<file path="config.mk">
export PLATFORM = sky130hd
export DESIGN_NAME = cps_ctrl
export DESIGN_NICKNAME = d
export VERILOG_FILES = /design/src/rtl/cps_pkg.sv /design/src/rtl/cps_ctrl.sv
export SDC_FILE = /design/constraint.sdc
export NUM_CORES = 1
export LEC_CHECK = 0
export ABC_AREA = 1
export BUFFER_PORTS_ARGS = -buffer_cell sky130_fd_sc_hd__buf_2
export CELL_PAD_IN_SITES_DETAIL_PLACEMENT = 1
export CELL_PAD_IN_SITES_GLOBAL_PLACEMENT = 1
export CORE_MARGIN = 2
export CORE_UTILIZATION = 36
export CTS_CLUSTER_DIAMETER = 200
export DETAILED_ROUTE_END_ITERATION = 16
export GPL_ROUTABILITY_DRIVEN = 1
export PLACE_DENSITY = 0.83
export SYNTH_ARGS = -nofsm -noshare
export SYNTH_HDL_FRONTEND = slang
export SYNTH_SLANG_ARGS = --single-unit
</file>
<file path="constraint.sdc">
create_clock -name mclk -period 3 [get_ports mclk]
set_input_delay 0.15 -clock mclk [delete_from_list [all_inputs] [get_ports mclk]]
set_output_delay 0.15 -clock mclk [all_outputs]
set_load 0.02 [all_outputs]
</file>
<file path="src/rtl/cps_pkg.sv">
// Purpose: constants and carriers for the clock prescale and sleep controller
// Assumes: 32-bit apb, word registers, 125 MHz mclk
// Notes: offsets are byte addresses
package cps_pkg;
  localparam logic [11:0] CPS_DIV_OFF = 12'h000;
  localparam logic [11:0] CPS_PCR_OFF = 12'h004;
  localparam logic [11:0] CPS_STAT_OFF = 12'h008;
  localparam logic [11:0] CPS_CPU_OFF = 12'h00C;
  localparam int CPS_UNLOCK_BIT = 7;
  localparam int CPS_BROWNOUT_SLEEP_OFF_BIT = 7;
  localparam int CPS_ARM_BIT = 5;
  localparam int CPS_MODE_LSB = 3;
  localparam int CPS_BROWNOUT_SLEEP_OFF_UNLOCK_BIT = 2;
  localparam logic [3:0] CPS_SEL_RST = 4'h0;
  localparam logic [3:0] CPS_SEL_DIV8 = 4'h3;
  localparam logic [3:0] CPS_SEL_MAX = 4'h7;
  localparam logic [2:0] CPS_WIN_CYC = 3'h4;
  localparam logic [1:0] CPS_BROWNOUT_SLEEP_OFF_DLY = 2'h3;
  localparam logic [2:0] CPS_WAKE_HOLD = 3'h4;
  localparam logic [1:0] CPS_MODE_IDLE = 2'h0;
  localparam logic [1:0] CPS_MODE_ADC = 2'h1;
  localparam logic [1:0] CPS_MODE_PDN = 2'h2;
  localparam int CPS_LEGACY_KHZ = 1600;
  localparam int CPS_MCLK_KHZ = 125000;
  // legacy divide: 125 MHz / 1.6 MHz rounded down
  localparam logic [7:0] CPS_LEGACY_DIV = 8'(CPS_MCLK_KHZ / CPS_LEGACY_KHZ);
  localparam logic [15:0] CPS_SLEEP_WAKE_DEF = 16'h0010;
  localparam logic [15:0] CPS_RESET_WAKE_DEF = 16'h0100;

  typedef enum logic [1:0] {CPS_RUN, CPS_SLEEP, CPS_START, CPS_HOLD} cps_state_t;

  // wake sources grouped
  typedef struct packed {
    logic ext_reset;
    logic wdt_reset;
    logic bod_reset;
    logic adc_done;
    logic mem_ready;
    logic external_interrupt_zero_level;
    logic pin_change;
    logic serial_start;
    logic other_irq;
  } cps_wake_t;

  // gated clock enables
  typedef struct packed {
    logic cpu;
    logic flash;
    logic io;
    logic adc;
    logic pll;
    logic osc;
  } cps_clk_en_t;
endpackage : cps_pkg

</file>
<file path="src/rtl/cps_ctrl.sv">
// Purpose: system clock divider and sleep controller behind an apb slave
// Assumes: one clock mclk, async active-low rstn; cpu pulses sleep_exec
// Notes: divided clocks are one-cycle enables on mclk, not new clocks
//
// The placing of the registers and the APB register port were left to the implementer.
`timescale 1ns/10ps
module cps_ctrl
  import cps_pkg::*;
(
  input wire logic mclk,
  input wire logic rstn,
  input wire logic psel,
  input wire logic penable,
  input wire logic pwrite,
  input wire logic [11:0] paddr,
  input wire logic [31:0] pwdata,
  output logic [31:0] prdata,
  output logic pready,
  output logic pslverr,
  input wire logic divide_by_eight_fuse,
  input wire logic legacy_mode,
  input wire logic adc_enabled,
  input wire logic sleep_exec,
  input wire cps_wake_t wake_in,
  input wire logic [15:0] sleep_wake_cycles,
  input wire logic [15:0] reset_wake_cycles,
  output logic sys_tick,
  output cps_clk_en_t clk_en,
  output logic adc_start,
  output logic brownout_on,
  output logic cpu_halt,
  output logic irq_resume
);
  logic wr, rd;
  logic [3:0] sel_q;
  logic [3:0] act_sel_q;
  logic unlock_q;
  logic [2:0] win_q;
  logic fuse_taken_q;
  logic [7:0] div_cnt_q;
  logic tick;
  logic arm_q;
  logic [1:0] mode_q;
  logic brownout_sleep_off_unlock_q;
  logic [2:0] brownout_sleep_off_unlock_win_q;
  logic brownout_sleep_off_req_q;
  logic [1:0] brownout_sleep_off_dly_q;
  logic brownout_sleep_off_q;
  logic [1:0] brownout_sleep_off_life_q;
  cps_state_t st_q;
  logic [1:0] slp_mode_q;
  logic bod_off_q;
  logic [15:0] wait_q;
  logic [2:0] hold_q;
  logic irq_wake_q;
  logic wake_ok;
  logic [7:0] wdat;

  assign wr = psel & penable & pwrite;
  assign rd = psel & penable & ~pwrite;
  assign wdat = pwdata[7:0];
  // single-cycle access phase, never stalls
  assign pready = 1'b1;
  assign pslverr = psel & penable & ~(paddr == CPS_DIV_OFF || paddr == CPS_PCR_OFF
                   || paddr == CPS_STAT_OFF || paddr == CPS_CPU_OFF);

  // unlock flag and its four-cycle window
  always_ff @(posedge mclk or negedge rstn) begin
    if (!rstn) begin
      unlock_q <= 1'b0;
      win_q <= 3'h0;
    end else if (wr && paddr == CPS_DIV_OFF && unlock_q && !wdat[CPS_UNLOCK_BIT]) begin
      unlock_q <= 1'b0;
      win_q <= 3'h0;
    end else if (unlock_q) begin
      // a rewrite of 0x80 lands here and changes nothing
      if (win_q == CPS_WIN_CYC - 3'h1) begin
        unlock_q <= 1'b0;
        win_q <= 3'h0;
      end else begin
        win_q <= win_q + 3'h1;
      end
    end else if (wr && paddr == CPS_DIV_OFF && wdat == 8'h80) begin
      unlock_q <= 1'b1;
      win_q <= 3'h0;
    end
  end

  // divider select; fuse strap caught on the first clocked edge after release
  always_ff @(posedge mclk or negedge rstn) begin
    if (!rstn) begin
      sel_q <= CPS_SEL_RST;
      fuse_taken_q <= 1'b0;
    end else if (!fuse_taken_q) begin
      fuse_taken_q <= 1'b1;
      sel_q <= divide_by_eight_fuse ? CPS_SEL_DIV8 : CPS_SEL_RST;
    end else if (wr && paddr == CPS_DIV_OFF && unlock_q && !wdat[CPS_UNLOCK_BIT]) begin
      sel_q <= wdat[3:0];
    end
  end

  // active setting changes only at a tick boundary of the old rate
  always_ff @(posedge mclk or negedge rstn) begin
    if (!rstn) begin
      act_sel_q <= CPS_SEL_RST;
      div_cnt_q <= 8'h00;
    end else begin
      if (tick) begin
        // a boundary is the only safe point: a select change never shortens a period
        act_sel_q <= (sel_q > CPS_SEL_MAX) ? act_sel_q : sel_q;
        div_cnt_q <= 8'h00;
      end else begin
        div_cnt_q <= div_cnt_q + 8'h01;
      end
    end
  end

  // tick when counter reaches divide-1; legacy forces the fixed rate
  always_comb begin
    if (legacy_mode)
      tick = (div_cnt_q >= CPS_LEGACY_DIV - 8'h01);
    else
      tick = (div_cnt_q >= 8'((9'h001 << act_sel_q) - 9'h001));
  end
  assign sys_tick = tick;

  // processor control fields
  always_ff @(posedge mclk or negedge rstn) begin
    if (!rstn) begin
      arm_q <= 1'b0;
      mode_q <= CPS_MODE_IDLE;
    end else if (wr && paddr == CPS_PCR_OFF) begin
      arm_q <= wdat[CPS_ARM_BIT];
      mode_q <= wdat[CPS_MODE_LSB +: 2];
    end
  end

  // brownout sleep-off timed sequence
  always_ff @(posedge mclk or negedge rstn) begin
    if (!rstn) begin
      brownout_sleep_off_unlock_q <= 1'b0;
      brownout_sleep_off_unlock_win_q <= 3'h0;
      brownout_sleep_off_req_q <= 1'b0;
      brownout_sleep_off_dly_q <= 2'h0;
      brownout_sleep_off_q <= 1'b0;
      brownout_sleep_off_life_q <= 2'h0;
    end else begin
      if (wr && paddr == CPS_PCR_OFF && wdat[CPS_BROWNOUT_SLEEP_OFF_BIT] && wdat[CPS_BROWNOUT_SLEEP_OFF_UNLOCK_BIT]) begin
        brownout_sleep_off_unlock_q <= 1'b1;
        brownout_sleep_off_unlock_win_q <= 3'h0;
      end else if (brownout_sleep_off_unlock_q) begin
        if (wr && paddr == CPS_PCR_OFF && wdat[CPS_BROWNOUT_SLEEP_OFF_BIT]) begin
          brownout_sleep_off_unlock_q <= 1'b0;
          brownout_sleep_off_req_q <= 1'b1;
          brownout_sleep_off_dly_q <= 2'h0;
        end else if (brownout_sleep_off_unlock_win_q == CPS_WIN_CYC - 3'h1) begin
          brownout_sleep_off_unlock_q <= 1'b0;
        end else begin
          brownout_sleep_off_unlock_win_q <= brownout_sleep_off_unlock_win_q + 3'h1;
        end
      end
      // becomes active three cycles later
      if (brownout_sleep_off_req_q) begin
        if (brownout_sleep_off_dly_q == CPS_BROWNOUT_SLEEP_OFF_DLY - 2'h1) begin
          brownout_sleep_off_req_q <= 1'b0;
          brownout_sleep_off_q <= 1'b1;
          brownout_sleep_off_life_q <= 2'h0;
        end else begin
          brownout_sleep_off_dly_q <= brownout_sleep_off_dly_q + 2'h1;
        end
      end
      // self-clears after three cycles
      if (brownout_sleep_off_q) begin
        if (brownout_sleep_off_life_q == CPS_BROWNOUT_SLEEP_OFF_DLY - 2'h1)
          brownout_sleep_off_q <= 1'b0;
        else
          brownout_sleep_off_life_q <= brownout_sleep_off_life_q + 2'h1;
      end
    end
  end

  // wake filter by the mode in force
  always_comb begin
    unique case (slp_mode_q)
      CPS_MODE_IDLE: wake_ok = |wake_in;
      CPS_MODE_ADC: wake_ok = wake_in.ext_reset | wake_in.wdt_reset | wake_in.bod_reset
                      | wake_in.adc_done | wake_in.mem_ready | wake_in.external_interrupt_zero_level
                      | wake_in.pin_change;
      default: wake_ok = wake_in.ext_reset | wake_in.wdt_reset | wake_in.bod_reset
                 | wake_in.serial_start | wake_in.external_interrupt_zero_level | wake_in.pin_change;
    endcase
  end

  // sleep sequencer; registers and memory untouched, clocks gated and brownout off in power-down with sleep-off set
  always_ff @(posedge mclk or negedge rstn) begin
    if (!rstn) begin
      st_q <= CPS_RUN;
      slp_mode_q <= CPS_MODE_IDLE;
      bod_off_q <= 1'b0;
      wait_q <= 16'h0000;
      hold_q <= 3'h0;
      irq_wake_q <= 1'b0;
    end else begin
      unique case (st_q)
        CPS_RUN: begin
          if (sleep_exec && arm_q && mode_q != 2'h3) begin
            st_q <= CPS_SLEEP;
            slp_mode_q <= mode_q;
            bod_off_q <= brownout_sleep_off_q && mode_q == CPS_MODE_PDN;
          end
        end
        CPS_SLEEP: begin
          if (wake_ok) begin
            st_q <= CPS_START;
            bod_off_q <= 1'b0;
            irq_wake_q <= ~(wake_in.ext_reset | wake_in.wdt_reset | wake_in.bod_reset);
            wait_q <= bod_off_q ? reset_wake_cycles : sleep_wake_cycles;
          end
        end
        CPS_START: begin
          if (wait_q == 16'h0000) begin
            st_q <= CPS_HOLD;
            hold_q <= 3'h0;
          end else begin
            wait_q <= wait_q - 16'h0001;
          end
        end
        CPS_HOLD: begin
          if (!irq_wake_q || hold_q == CPS_WAKE_HOLD - 3'h1)
            st_q <= CPS_RUN;
          else
            hold_q <= hold_q + 3'h1;
        end
      endcase
    end
  end

  // conversion start pulse on entry to idle or adc mode
  always_ff @(posedge mclk or negedge rstn) begin
    if (!rstn)
      adc_start <= 1'b0;
    else
      adc_start <= (st_q == CPS_RUN) && sleep_exec && arm_q && adc_enabled
                   && (mode_q == CPS_MODE_IDLE || mode_q == CPS_MODE_ADC);
  end

  // resume pulse when an interrupt wake hands back to the cpu
  always_ff @(posedge mclk or negedge rstn) begin
    if (!rstn)
      irq_resume <= 1'b0;
    else
      irq_resume <= (st_q == CPS_HOLD) && irq_wake_q && hold_q == CPS_WAKE_HOLD - 3'h1;
  end

  // domain gating; every enable except osc rides on the divided tick
  always_comb begin
    clk_en.cpu = tick && st_q == CPS_RUN;
    clk_en.flash = tick && st_q == CPS_RUN;
    clk_en.io = tick && (st_q != CPS_SLEEP || slp_mode_q == CPS_MODE_IDLE);
    clk_en.adc = tick && (st_q != CPS_SLEEP || slp_mode_q != CPS_MODE_PDN);
    clk_en.pll = tick && (st_q != CPS_SLEEP || slp_mode_q == CPS_MODE_IDLE);
    clk_en.osc = st_q != CPS_SLEEP || slp_mode_q != CPS_MODE_PDN;
  end
  assign brownout_on = ~bod_off_q;
  assign cpu_halt = st_q != CPS_RUN;

  // read mux; reserved bits read zero
  always_comb begin
    prdata = 32'h0000_0000;
    if (rd) begin
      unique case (paddr)
        CPS_DIV_OFF: prdata = {24'h0, unlock_q, 3'h0, sel_q};
        CPS_PCR_OFF: prdata = {24'h0, brownout_sleep_off_q, 1'b0, arm_q, mode_q, brownout_sleep_off_unlock_q, 2'h0};
        CPS_STAT_OFF: prdata = {24'h0, act_sel_q, bod_off_q, 1'b0, st_q};
        CPS_CPU_OFF: prdata = {24'h0, 4'h0, legacy_mode, slp_mode_q, irq_wake_q};
        default: prdata = 32'h0000_0000;
      endcase
    end
  end

  unlock_window_a: assert property (@(posedge mclk) disable iff (!rstn)
    $rose(unlock_q) |-> ##[1:4] !unlock_q) else $error("unlock open too long");
  unlock_set_a: assert property (@(posedge mclk) disable iff (!rstn)
    $rose(unlock_q) |-> $past(wr && paddr == CPS_DIV_OFF && wdat == 8'h80))
    else $error("unlock set without exact write");
  sel_locked_a: assert property (@(posedge mclk) disable iff (!rstn)
    $past(fuse_taken_q) && $changed(sel_q) |-> $past(unlock_q)) else $error("select changed while locked");
  rsv_zero_a: assert property (@(posedge mclk) disable iff (!rstn)
    rd && paddr == CPS_DIV_OFF |-> prdata[6:4] == 3'h0) else $error("reserved bits nonzero");
  sleep_arm_a: assert property (@(posedge mclk) disable iff (!rstn)
    st_q == CPS_RUN ##1 st_q == CPS_SLEEP |-> $past(sleep_exec && arm_q)) else $error("sleep unarmed");
  idle_gate_a: assert property (@(posedge mclk) disable iff (!rstn)
    st_q == CPS_SLEEP |-> !clk_en.cpu && !clk_en.flash) else $error("cpu clock in sleep");
  pdn_osc_a: assert property (@(posedge mclk) disable iff (!rstn)
    st_q == CPS_SLEEP && slp_mode_q == CPS_MODE_PDN |-> !clk_en.osc && !clk_en.adc)
    else $error("clock in power-down");
  brownout_sleep_off_life_a: assert property (@(posedge mclk) disable iff (!rstn)
    $rose(brownout_sleep_off_q) |-> brownout_sleep_off_q [*3] ##1 !brownout_sleep_off_q) else $error("brownout bit life wrong");
  bod_wake_a: assert property (@(posedge mclk) disable iff (!rstn)
    st_q == CPS_SLEEP ##1 st_q == CPS_START |-> brownout_on) else $error("brownout not restored");
  adc_start_a: assert property (@(posedge mclk) disable iff (!rstn)
    adc_start |-> $past(adc_enabled && mode_q != CPS_MODE_PDN)) else $error("bad conversion start");
  cover_div_change_c: cover property (@(posedge mclk) disable iff (!rstn) $changed(act_sel_q));
  cover_pdn_wake_c: cover property (@(posedge mclk) disable iff (!rstn)
    st_q == CPS_SLEEP && slp_mode_q == CPS_MODE_PDN ##1 st_q == CPS_START);
  cover_irq_resume_c: cover property (@(posedge mclk) disable iff (!rstn) irq_resume);
endmodule : cps_ctrl

</file>
# Word-level counts from Yosys, hierarchy flattened
# Index checks and enable logic that the tools add are counted.
[word_totals] register_bits=61 inputBits=94
[op_classes] add_sub_neg=8 n_lt_le_gt_ge=3 n_eq_ne=27 shift=1 mux=57 n_bitwise=18 reduce_logical=48
[ops] operator="two-way mux 16 bit" count=3
[ops] operator="case mux 16 bit (2 select lines)" count=1
[ops] operator="case mux 8 bit (4 select lines)" count=1
[ops] operator="two-way mux 3 bit" count=10
[ops] operator="two-way mux 2 bit" count=14
[ops] operator="== test 12 x 4 -> 1 bit, second input constant" count=2
[ops] operator="two-way mux 1 bit" count=20
[ops] operator="logical AND 1 bit" count=19
[ops] operator="inequality test 2 bit, second input constant" count=9
[ops] operator="zero test 16 bit" count=1
[ops] operator="two-way mux 8 bit" count=2
[ops] operator="subtractor 16 x 1 -> 16 bit, second input constant" count=1
[ops] operator="== test 12 x 3 -> 1 bit, second input constant" count=1
[ops] operator="zero test 12 bit" count=1
[ops] operator="AND reduction 3 bit" count=4
[ops] operator="== test 2 bit, second input constant" count=5
[ops] operator="nonzero test 2 bit" count=5
[ops] operator="adder 3 x 1 -> 3 bit, second input constant" count=3
[ops] operator="== test 3 x 2 -> 1 bit, second input constant" count=3
[ops] operator="bitwise OR 1 bit" count=9
[ops] operator="OR reduction 9 bit" count=1
[ops] operator="adder 8 x 1 -> 8 bit, second input constant" count=1
[ops] operator="== test 8 bit, second input constant" count=1
[ops] operator=">= comparator 8 x 7 -> 1 bit, second input constant" count=1
[ops] operator="other kinds (19)" count=44

# Longest topological paths before layout
# Gate-level depths: netlist of run 1.
[logic_depth] word_depth=9 mapped_depth=15 depth_no_buf=15

# Worst setup path before layout of run 1
# OpenSTA, ideal clock, no wires.
[synth_timing] path_kind="flip-flop to output port" start="reg act_sel_q[2]" end="out clk_en[3] (netlist name)" arrival_time_ps=2358 required_ps=2850 setup_slack_ps=492 path_stages_with_launch=14 path_buffers=1 path_cell_list="dfrtp_1 -> nor2_1 -> nand3_1 -> ha_1 -> nand3_1 -> xor2_1 -> ha_1 -> nand2_1 -> nor2_1 -> a21oi_1 -> nand2_1 -> nand2_1 -> nor2_1 -> buf_4"
[synth_rtl] element="start: declaration" line_no="cps_ctrl.sv:36" text="logic [3:0] act_sel_q;"
[synth_rtl] element="start signal: assignment" line_no="cps_ctrl.sv:110" text="act_sel_q <= (sel_q > CPS_SEL_MAX) ? act_sel_q : sel_q;"
[synth_rtl] element="end: declaration" line_no="cps_ctrl.sv:28" text="output cps_clk_en_t clk_en,"

==> impl_metrics.tcl, run 1 <==
set metrics [dict create \
    start_kind "flop" \
    dieArea_um2 13300 \
    p_leak_uw 0.00286 \
    slew_viol_final 0 \
    ys_types 39 \
    port-buffer-count 89 \
    wl_per_cell_um 14.5 \
    min_path_type "input port to flop" \
    critPathMaxFanout 6 \
    worst-setup-path-type "flop to primary output" \
    syn_area_per_cell_um2 6.85 \
    synthFlopType "dfrtp_1" \
    powerDensity_nw_per_um2 827 \
    cts_buffers 9 \
    syn-instance-count 652 \
    route.vias.total 4505 \
    p_sw_uw 1960 \
    slew_headroom_pct 63.5 \
    worst_slack_ps 222 \
    grt_pass1_wl_mm 21.7 \
    peakVddDrop_v 0.000291 \
    dr.first_iter.drc_count 154 \
    clk_latency_ps 340 \
    swShare_pct 44.1 \
    comb_power_share_pct 45.6 \
    syn_area_um2 4470 \
    pwr-share-seq_pct 28.4 \
    drc 0 \
    start_util_pct 37.1 \
    clock.fmax_mhz 360 \
    crit_path_end_kind "primary output" \
    cts.path.max_buffers 2 \
    holdPathStages 2 \
    num_antenna_cells 0 \
    grtUsageTotal_pct 20.7 \
    ctsRootBufferMaster "clkbuf_16" \
    grt_overflow_total 0 \
    outcome "completed" \
    hold_viol 0 \
    drtAntennaViolNets 0 \
    required_ps 2850 \
    finalWirelength_mm 13.3 \
    dp_slack_ps 91.3 \
    die_y_um 115 \
    async_flop_share_pct 100 \
    p_clk_share_pct 26.0 \
    synth-seq-cells 61 \
    place.gp.congestion 0.840 \
    max_slew.worst_pin.slew_ps 547 \
    reg2regPathDepth 14 \
    cts_htree_levels 3 \
    synth_enable_flop_cells 0 \
    antenna_found_initial 0 \
    clkTransAtPathRegs_ps 60 \
    layout_min_cycle_time_ps 2780 \
    ys_warn_count 0 \
    grt_pass1_vias 4546 \
    internal_power_uw 2480 \
    nNetsFinal 862 \
    clock_skew_ps 7.30 \
    firstDrtPassIters 4 \
    num_rows 40 \
    hpwl_mm 10.2 \
    die_width_um 115 \
    syn_to_final_growth_pct 20.0 \
    maxCapViolCount 0 \
    ios 139 \
    seq_area_frac_synth_pct 34.2 \
    cts_tree "yes" \
    finalSetupTns_ps 0 \
    vias_per_cell 4.91 \
    grt_max_degree 34 \
    coreArea_um2 12100 \
    fin_crit_sh_pct 92.6 \
    cts_sinks 61 \
    finalSetupViolations 0 \
    fillers 1614 \
    drive_above_1_share_pct 19.3 \
    crit_arrival_ps 2630 \
    rsz0062_at_grt "false" \
]
-- power by group through the flow --
stage | Sequential (uW) | Clock (uW) | Combinational (uW)
2_1_floorplan | 1190 | 0 | 1520
3_3_place_gp | 1240 | 0 | 1820
3_5_place_dp | 1250 | 0 | 1960
4_1_cts | 1250 | 1160 | 1990
5_1_grt | 1290 | 1200 | 2330
6_report | 1260 | 1150 | 2020
-- final timing paths --
path                                     startpoint                                     end  slack [ps]
max                        act_sel_q[2]$_DFFE_PN0P_                               clk_en[5]         220
min                                       pwdata[5]                       arm_q$_DFFE_PN0P_          80
max reg2reg                act_sel_q[2]$_DFFE_PN0P_                act_sel_q[1]$_DFFE_PN0P_         580
min reg2reg                   wait_q[0]$_DFFE_PN0P_                   wait_q[0]$_DFFE_PN0P_         500
max in group asynchronous                      rstn  brownout_sleep_off_life_q[0]$_DFF_PN0_        2070
min in group asynchronous                      rstn                   wait_q[0]$_DFFE_PN0P_         220
-- cell type report --
class / count / area [um^2] / share of cell area (%)
inverters: 69 / 264 / 4.92
flip-flops and latches: 61 / 1530 / 28.5
clock inverters: 4 / 70.1 / 1.31
repair buffers: 95 / 495 / 9.24
clock buffers: 12 / 256 / 4.78
well taps: 168 / 210 / 3.92
multi-input cells: 509 / 2540 / 47.3
-- critical path: stages, from the launching register on --
cell      delay (ps)
dfrtp_2          450
nor2_4           160
nand2_1          110
ha_1             230
nand3_1          100
xor2_1           150
ha_1             270
nand3_1           90
nand3_1           70
a21oi_1          170
nand2_2          110
nand2_4          130
nor2_4            50
clkbuf_4         180
-- repair_timing --
| action | in CTS | in global routing |
|---|---|---|
| setup endpoints to repair | 6 | 6 |
| setup buffers | 0 | 1 |
| pin swaps | 0 | 2 |
| gates resized for setup | 5 | 9 |
| hold buffers | 1 | 0 |
| hold endpoints to repair | 7 | 0 |
-- state kept, by name, summed over array words and instances, names as in the netlist, 2 cells and up --
signal                           cells
hold_q                               3
mode_q                               2
brownout_sleep_off_unlock_win_q      3
sel_q                                4
win_q                                3
brownout_sleep_off_dly_q             2
div_cnt_q                            8
brownout_sleep_off_life_q            2
st_q                                 2
wait_q                              16
act_sel_q                            4
slp_mode_q                           2
-- logic make-up after synthesis --
family / count (synthesis) / share of synthesized area (%)
AO/OA/AOI/OAI: 66 / 7.78
XOR/XNOR: 8 / 1.57
adder cells (fa/ha/maj): 23 / 6.44
buffers and inverters: 106 / 11.7
flip-flops: 61 / 34.2
multiplexers: 2 / 0.504
other: 2 / 0.168
AND/OR/NAND/NOR: 384 / 37.7
-- through the flow --
stage	utilization [%]	instances	total power [uW]	hold slack, ps	area (um^2)
floorplan	-	676	2700	-146	4560
finish	44.5	918	4430	80.5	5360
CTS	44.2	917	4400	75.5	5330
global placement	41.3	900	3060	32.9	4980
global route	44.5	918	4820	85.0	5360
detailed placement	41.3	900	3210	31.6	4980
-- per-layer routing --
layer | global-route usage (%) | part of all wire [%]
met4 | 8.76 | 2.4
met1 | 25.2 | 44
met2 | 36.4 | 49
met3 | 3.35 | 4.4
met5 | 0 | 0
-- synthesized netlist by cell type (5+ instances only) --
| master | count | share of area, % |
|---|---|---|
| nor2_2 | 6 | 0.84 |
| dfrtp_1 | 61 | 34 |
| ha_1 | 23 | 6.4 |
| inv_1 | 63 | 5.3 |
| buf_2 | 5 | 0.56 |
| a21oi_1 | 17 | 1.9 |
| nor3_1 | 11 | 1.2 |
| nand3_1 | 48 | 5.4 |
| xor2_1 | 7 | 1.4 |
| buf_4 | 27 | 4.5 |
| o21ai_0 | 40 | 4.5 |
| nor2_1 | 94 | 7.9 |
| nand2_1 | 189 | 16 |
| nand4_1 | 13 | 1.8 |
-- placed cells by master, fill, tap and decap left out, types with 3 or more instances in the layout --
| cell type | Yosys | final |
|---|---|---|
| nor2_1 | 94 | 91 |
| nand2_4 | 2 | 3 |
| or2_2 | 3 | 3 |
| nor3b_1 | 4 | 4 |
| nand2_1 | 189 | 187 |
| dfrtp_2 | 0 | 3 |
| nor2_4 | 2 | 4 |
| clkbuf_16 | 0 | 9 |
| nand3_1 | 48 | 48 |
| a21oi_1 | 17 | 17 |
| nor4_1 | 3 | 3 |
| inv_1 | 63 | 63 |
| nand4_1 | 13 | 13 |
| ha_1 | 23 | 23 |
| dfrtp_1 | 61 | 58 |
| nor3_1 | 11 | 11 |
| xor2_1 | 7 | 7 |
| inv_2 | 4 | 4 |
| nor2_2 | 6 | 7 |
| o21ai_0 | 40 | 40 |
| conb_1 | 2 | 26 |
| buf_2 | 5 | 88 |
| buf_4 | 27 | 5 |
| nand2_2 | 3 | 4 |
No activity file was read; power rests on OpenSTA's default activity.
==> run 2, diff against run 1 <==
- ABC_AREA: 1 -> not set
- CORE_UTILIZATION: 36 -> 38
- CTS_CLUSTER_DIAMETER: 200 -> 60
- PLACE_DENSITY: 0.83 -> 0.84
==> run 2 against run 1 <==
The run now ends with setup timing left. Via count down 17%. Hold slack worse by 14 ps. Clock power down 21%. Critical path type unchanged. Die area down 12%. Cell count down 23%. Synthesized cell count down 30%. Combinational power down 7%. Non-clock buffer count up 15. Flip-flop and latch count unchanged.
==> impl_metrics.tcl, run 2 <==
set metrics [dict create \
    utilization_pct 47.4 \
    synthMuxAreaShare_pct 8.51 \
    yosys.area_share.simple_pct 19.8 \
    finalWirelength_mm 11.9 \
    crit_slowest_cell "or4_4" \
    fin_crit_sh_pct 108 \
    cts.path.max_buffers 2 \
    coreArea_um2 10700 \
    final_common_cell "buf_2" \
    dieArea_um2 11800 \
    worst_slack_ps -243 \
    slew_viol_final 0 \
    vias_per_cell 5.33 \
    drc 0 \
    reg2regPathDepth 13 \
    syn_area_per_cell_um2 9.06 \
    synth.top_cell.area_share_pct 36.8 \
    wl_per_cell_um 16.8 \
    num_antenna_cells 0 \
    critPathMaxFanout 5 \
    antenna_found_initial 0 \
    seq_area_frac_synth_pct 36.8 \
    layout_min_cycle_time_ps 3240 \
    finalSetupViolations 9 \
    drive_above_1_share_pct 27.8 \
    worst-setup-path-type "flop to primary output" \
    nNetsFinal 676 \
    syn_to_final_growth_pct 22.7 \
    maxCapViolCount 0 \
    slew_headroom_pct 56.9 \
    synth_area_leaders "dfrtp_1 37%, ha_1 6.9%, buf_4 5.1%, mux2i_1 4.3%, nor2_1 4.3%" \
    async_flop_share_pct 100 \
    syn_area_um2 4150 \
    syn-instance-count 458 \
    clk_latency_ps 350 \
    outcome "finished with violations" \
    hpwl_mm 8.78 \
    synth_top_family_by_area "simple AND/OR/NAND/NOR gates" \
    rsz0062_at_grt "true" \
    peakVddDrop_v 0.000371 \
    crit_path_max_incr_delay_ps 560 \
    min_path_type "input port to flop" \
    dpl_cell_area_um2 4690 \
    cts_htree_levels 3 \
    largest_reg_flops 16 \
    ys_warn_count 0 \
    synth-compound-area-share_pct 17.3 \
    dp_cells 679 \
    ios 139 \
    synthXorXnorAreaFrac_pct 1.48 \
    top_regs "wait_q (16), div_cnt_q (8)" \
    synth_fa_ha_area_share_pct 6.94 \
    crit_chain "or4_4 > ha_4 > nor3_4 > a21o_1 > a32oi_1 > ha_1 > a21o_1 > a211oi_4 > a21oi_4 > and2_1 > buf_4" \
    violations "setup timing" \
    clock_skew_ps 16.6 \
    postLayoutCellArea_um2 5090 \
    grt_pass1_vias 3966 \
    grt_overflow_total 0 \
    ctsRootBufferMaster "clkbuf_8" \
    crit_path_end_kind "primary output" \
    max_slew.worst_pin.slew_ps 641 \
    p_leak_uw 0.00242 \
    powerDensity_nw_per_um2 791 \
    synth-seq-cells 61 \
    clkTransAtPathRegs_ps 70 \
    layout_common_cells "83 x buf_2, 61 x dfrtp_1, 43 x nor2_1" \
    port-buffer-count 89 \
    crit_top_cell "a21o_1" \
    grt_pass1_wl_mm 19.1 \
    crit_arrival_ps 3090 \
    start_util_pct 38.6 \
    die_width_um 108 \
    cts_sinks 61 \
    route.vias.total 3753 \
    ys_top_cells_by_count "61 x dfrtp_1, 48 x nor2_1, 31 x nand2_1" \
    firstDrtPassIters 4 \
    drtAntennaViolNets 0 \
    num_rows 38 \
    final_cells 704 \
    ys_types 64 \
    place.gp.congestion 0.828 \
    top_register "wait_q" \
    grtUsageTotal_pct 20.8 \
    synthFlopType "dfrtp_1" \
    required_ps 2850 \
    yosys.area.top_type "dfrtp_1" \
    start_kind "flop" \
    die_y_um 108 \
    hold_viol 0 \
    grt_max_degree 46 \
    cts_tree "yes" \
    yosysMostFrequentCell "dfrtp_1" \
    dr.first_iter.drc_count 135 \
    synth_enable_flop_cells 0 \
    clock.fmax_mhz 308 \
    holdPathStages 2 \
    cts_buffers 9 \
]
==> run 2: worst max-delay path, delay by kind of cell, from the launching register on <==
kind / cells / cell delay [ps]
AND/OR/NAND/NOR: 3 / 870
adder cells (fa/ha/maj): 2 / 500
buffers and inverters: 1 / 150
AO/OA/AOI/OAI: 5 / 840
flip-flops: 1 / 380
==> run 2: timing repair <==
| action | 4_1_cts | 5_1_grt |
|---|---|---|
| pin swaps | 11 | 5 |
| hold buffers | 2 | 0 |
| setup endpoints to repair | 6 | 18 |
| endpoints found under the hold margin | 23 | 0 |
| gates resized for setup | 15 | 9 |
| buffers inserted | 6 | 2 |
==> run 2: worst paths after layout <==
check / from / to / slack (ps)
max in group asynchronous: rstn / wait_q[10]$_DFFE_PN0P_ / 1930
min reg2reg: brownout_sleep_off_unlock_win_q[0]$_DFFE_PN0P_ / brownout_sleep_off_unlock_win_q[0]$_DFFE_PN0P_ / 500
max: act_sel_q[1]$_DFFE_PN0P_ / clk_en[2] / -240
min: pwdata[4] / mode_q[1]$_DFFE_PN0P_ / 70
min in group asynchronous: rstn / adc_start$_DFF_PN0_ / 320
max reg2reg: act_sel_q[1]$_DFFE_PN0P_ / act_sel_q[0]$_DFFE_PN0P_ / -180
==> run 2: kinds of logic after synthesis <==
logic type / count (synthesis)
and+or+nand+nor: 156
AOI/OAI and AO/OA: 107
buffers and inverters: 70
DFF: 61
muxes: 32
adders and majority gates: 23
xor gates and xnor gates: 7
other: 2
==> run 2: report_power, final <==
group / internal (uW) / leakage (uW) / switching, uW
sequential: 1010 / 0.000764 / 221
clock: 574 / 0.000121 / 334
combinational: 855 / 0.00153 / 1030
total: 2440 / 0.00242 / 1580
==> run 2: per-stage QoR <==
stage	setup WS (ps)	total power [uW]	TNS (ps)	hold WS, ps
global placement	109	2800	0	167
detailed placement	29.9	2930	0	176
floorplan	-6.78	2520	-20.3	-146
global route	-321	4320	-2560	50.1
CTS	-155	3990	-858	53.2
finish	-243	4030	-1880	66.4
==> run 2: metal layers <==
| metal | part of all wire, % | vias up | GRT usage (%) |
|---|---|---|---|
| li1 | - | 1773 | - |
| met3 | 4.2 | 29 | 4.88 |
| met1 | 40 | 1841 | 22.9 |
| met5 | 0 | - | 0 |
| met2 | 53 | 110 | 38.7 |
| met4 | 2.6 | 0 | 7.69 |
==> run 2: area by class of cell <==
cell class                 count  area [um^2]
clock buffer                  12          145
clock inverter                 4         95.1
fill                        1292         5650
inverter                      26         97.6
multi-input combinational    351         2410
sequential                    61         1530
tap                          140          175
timing repair buffer         110          642
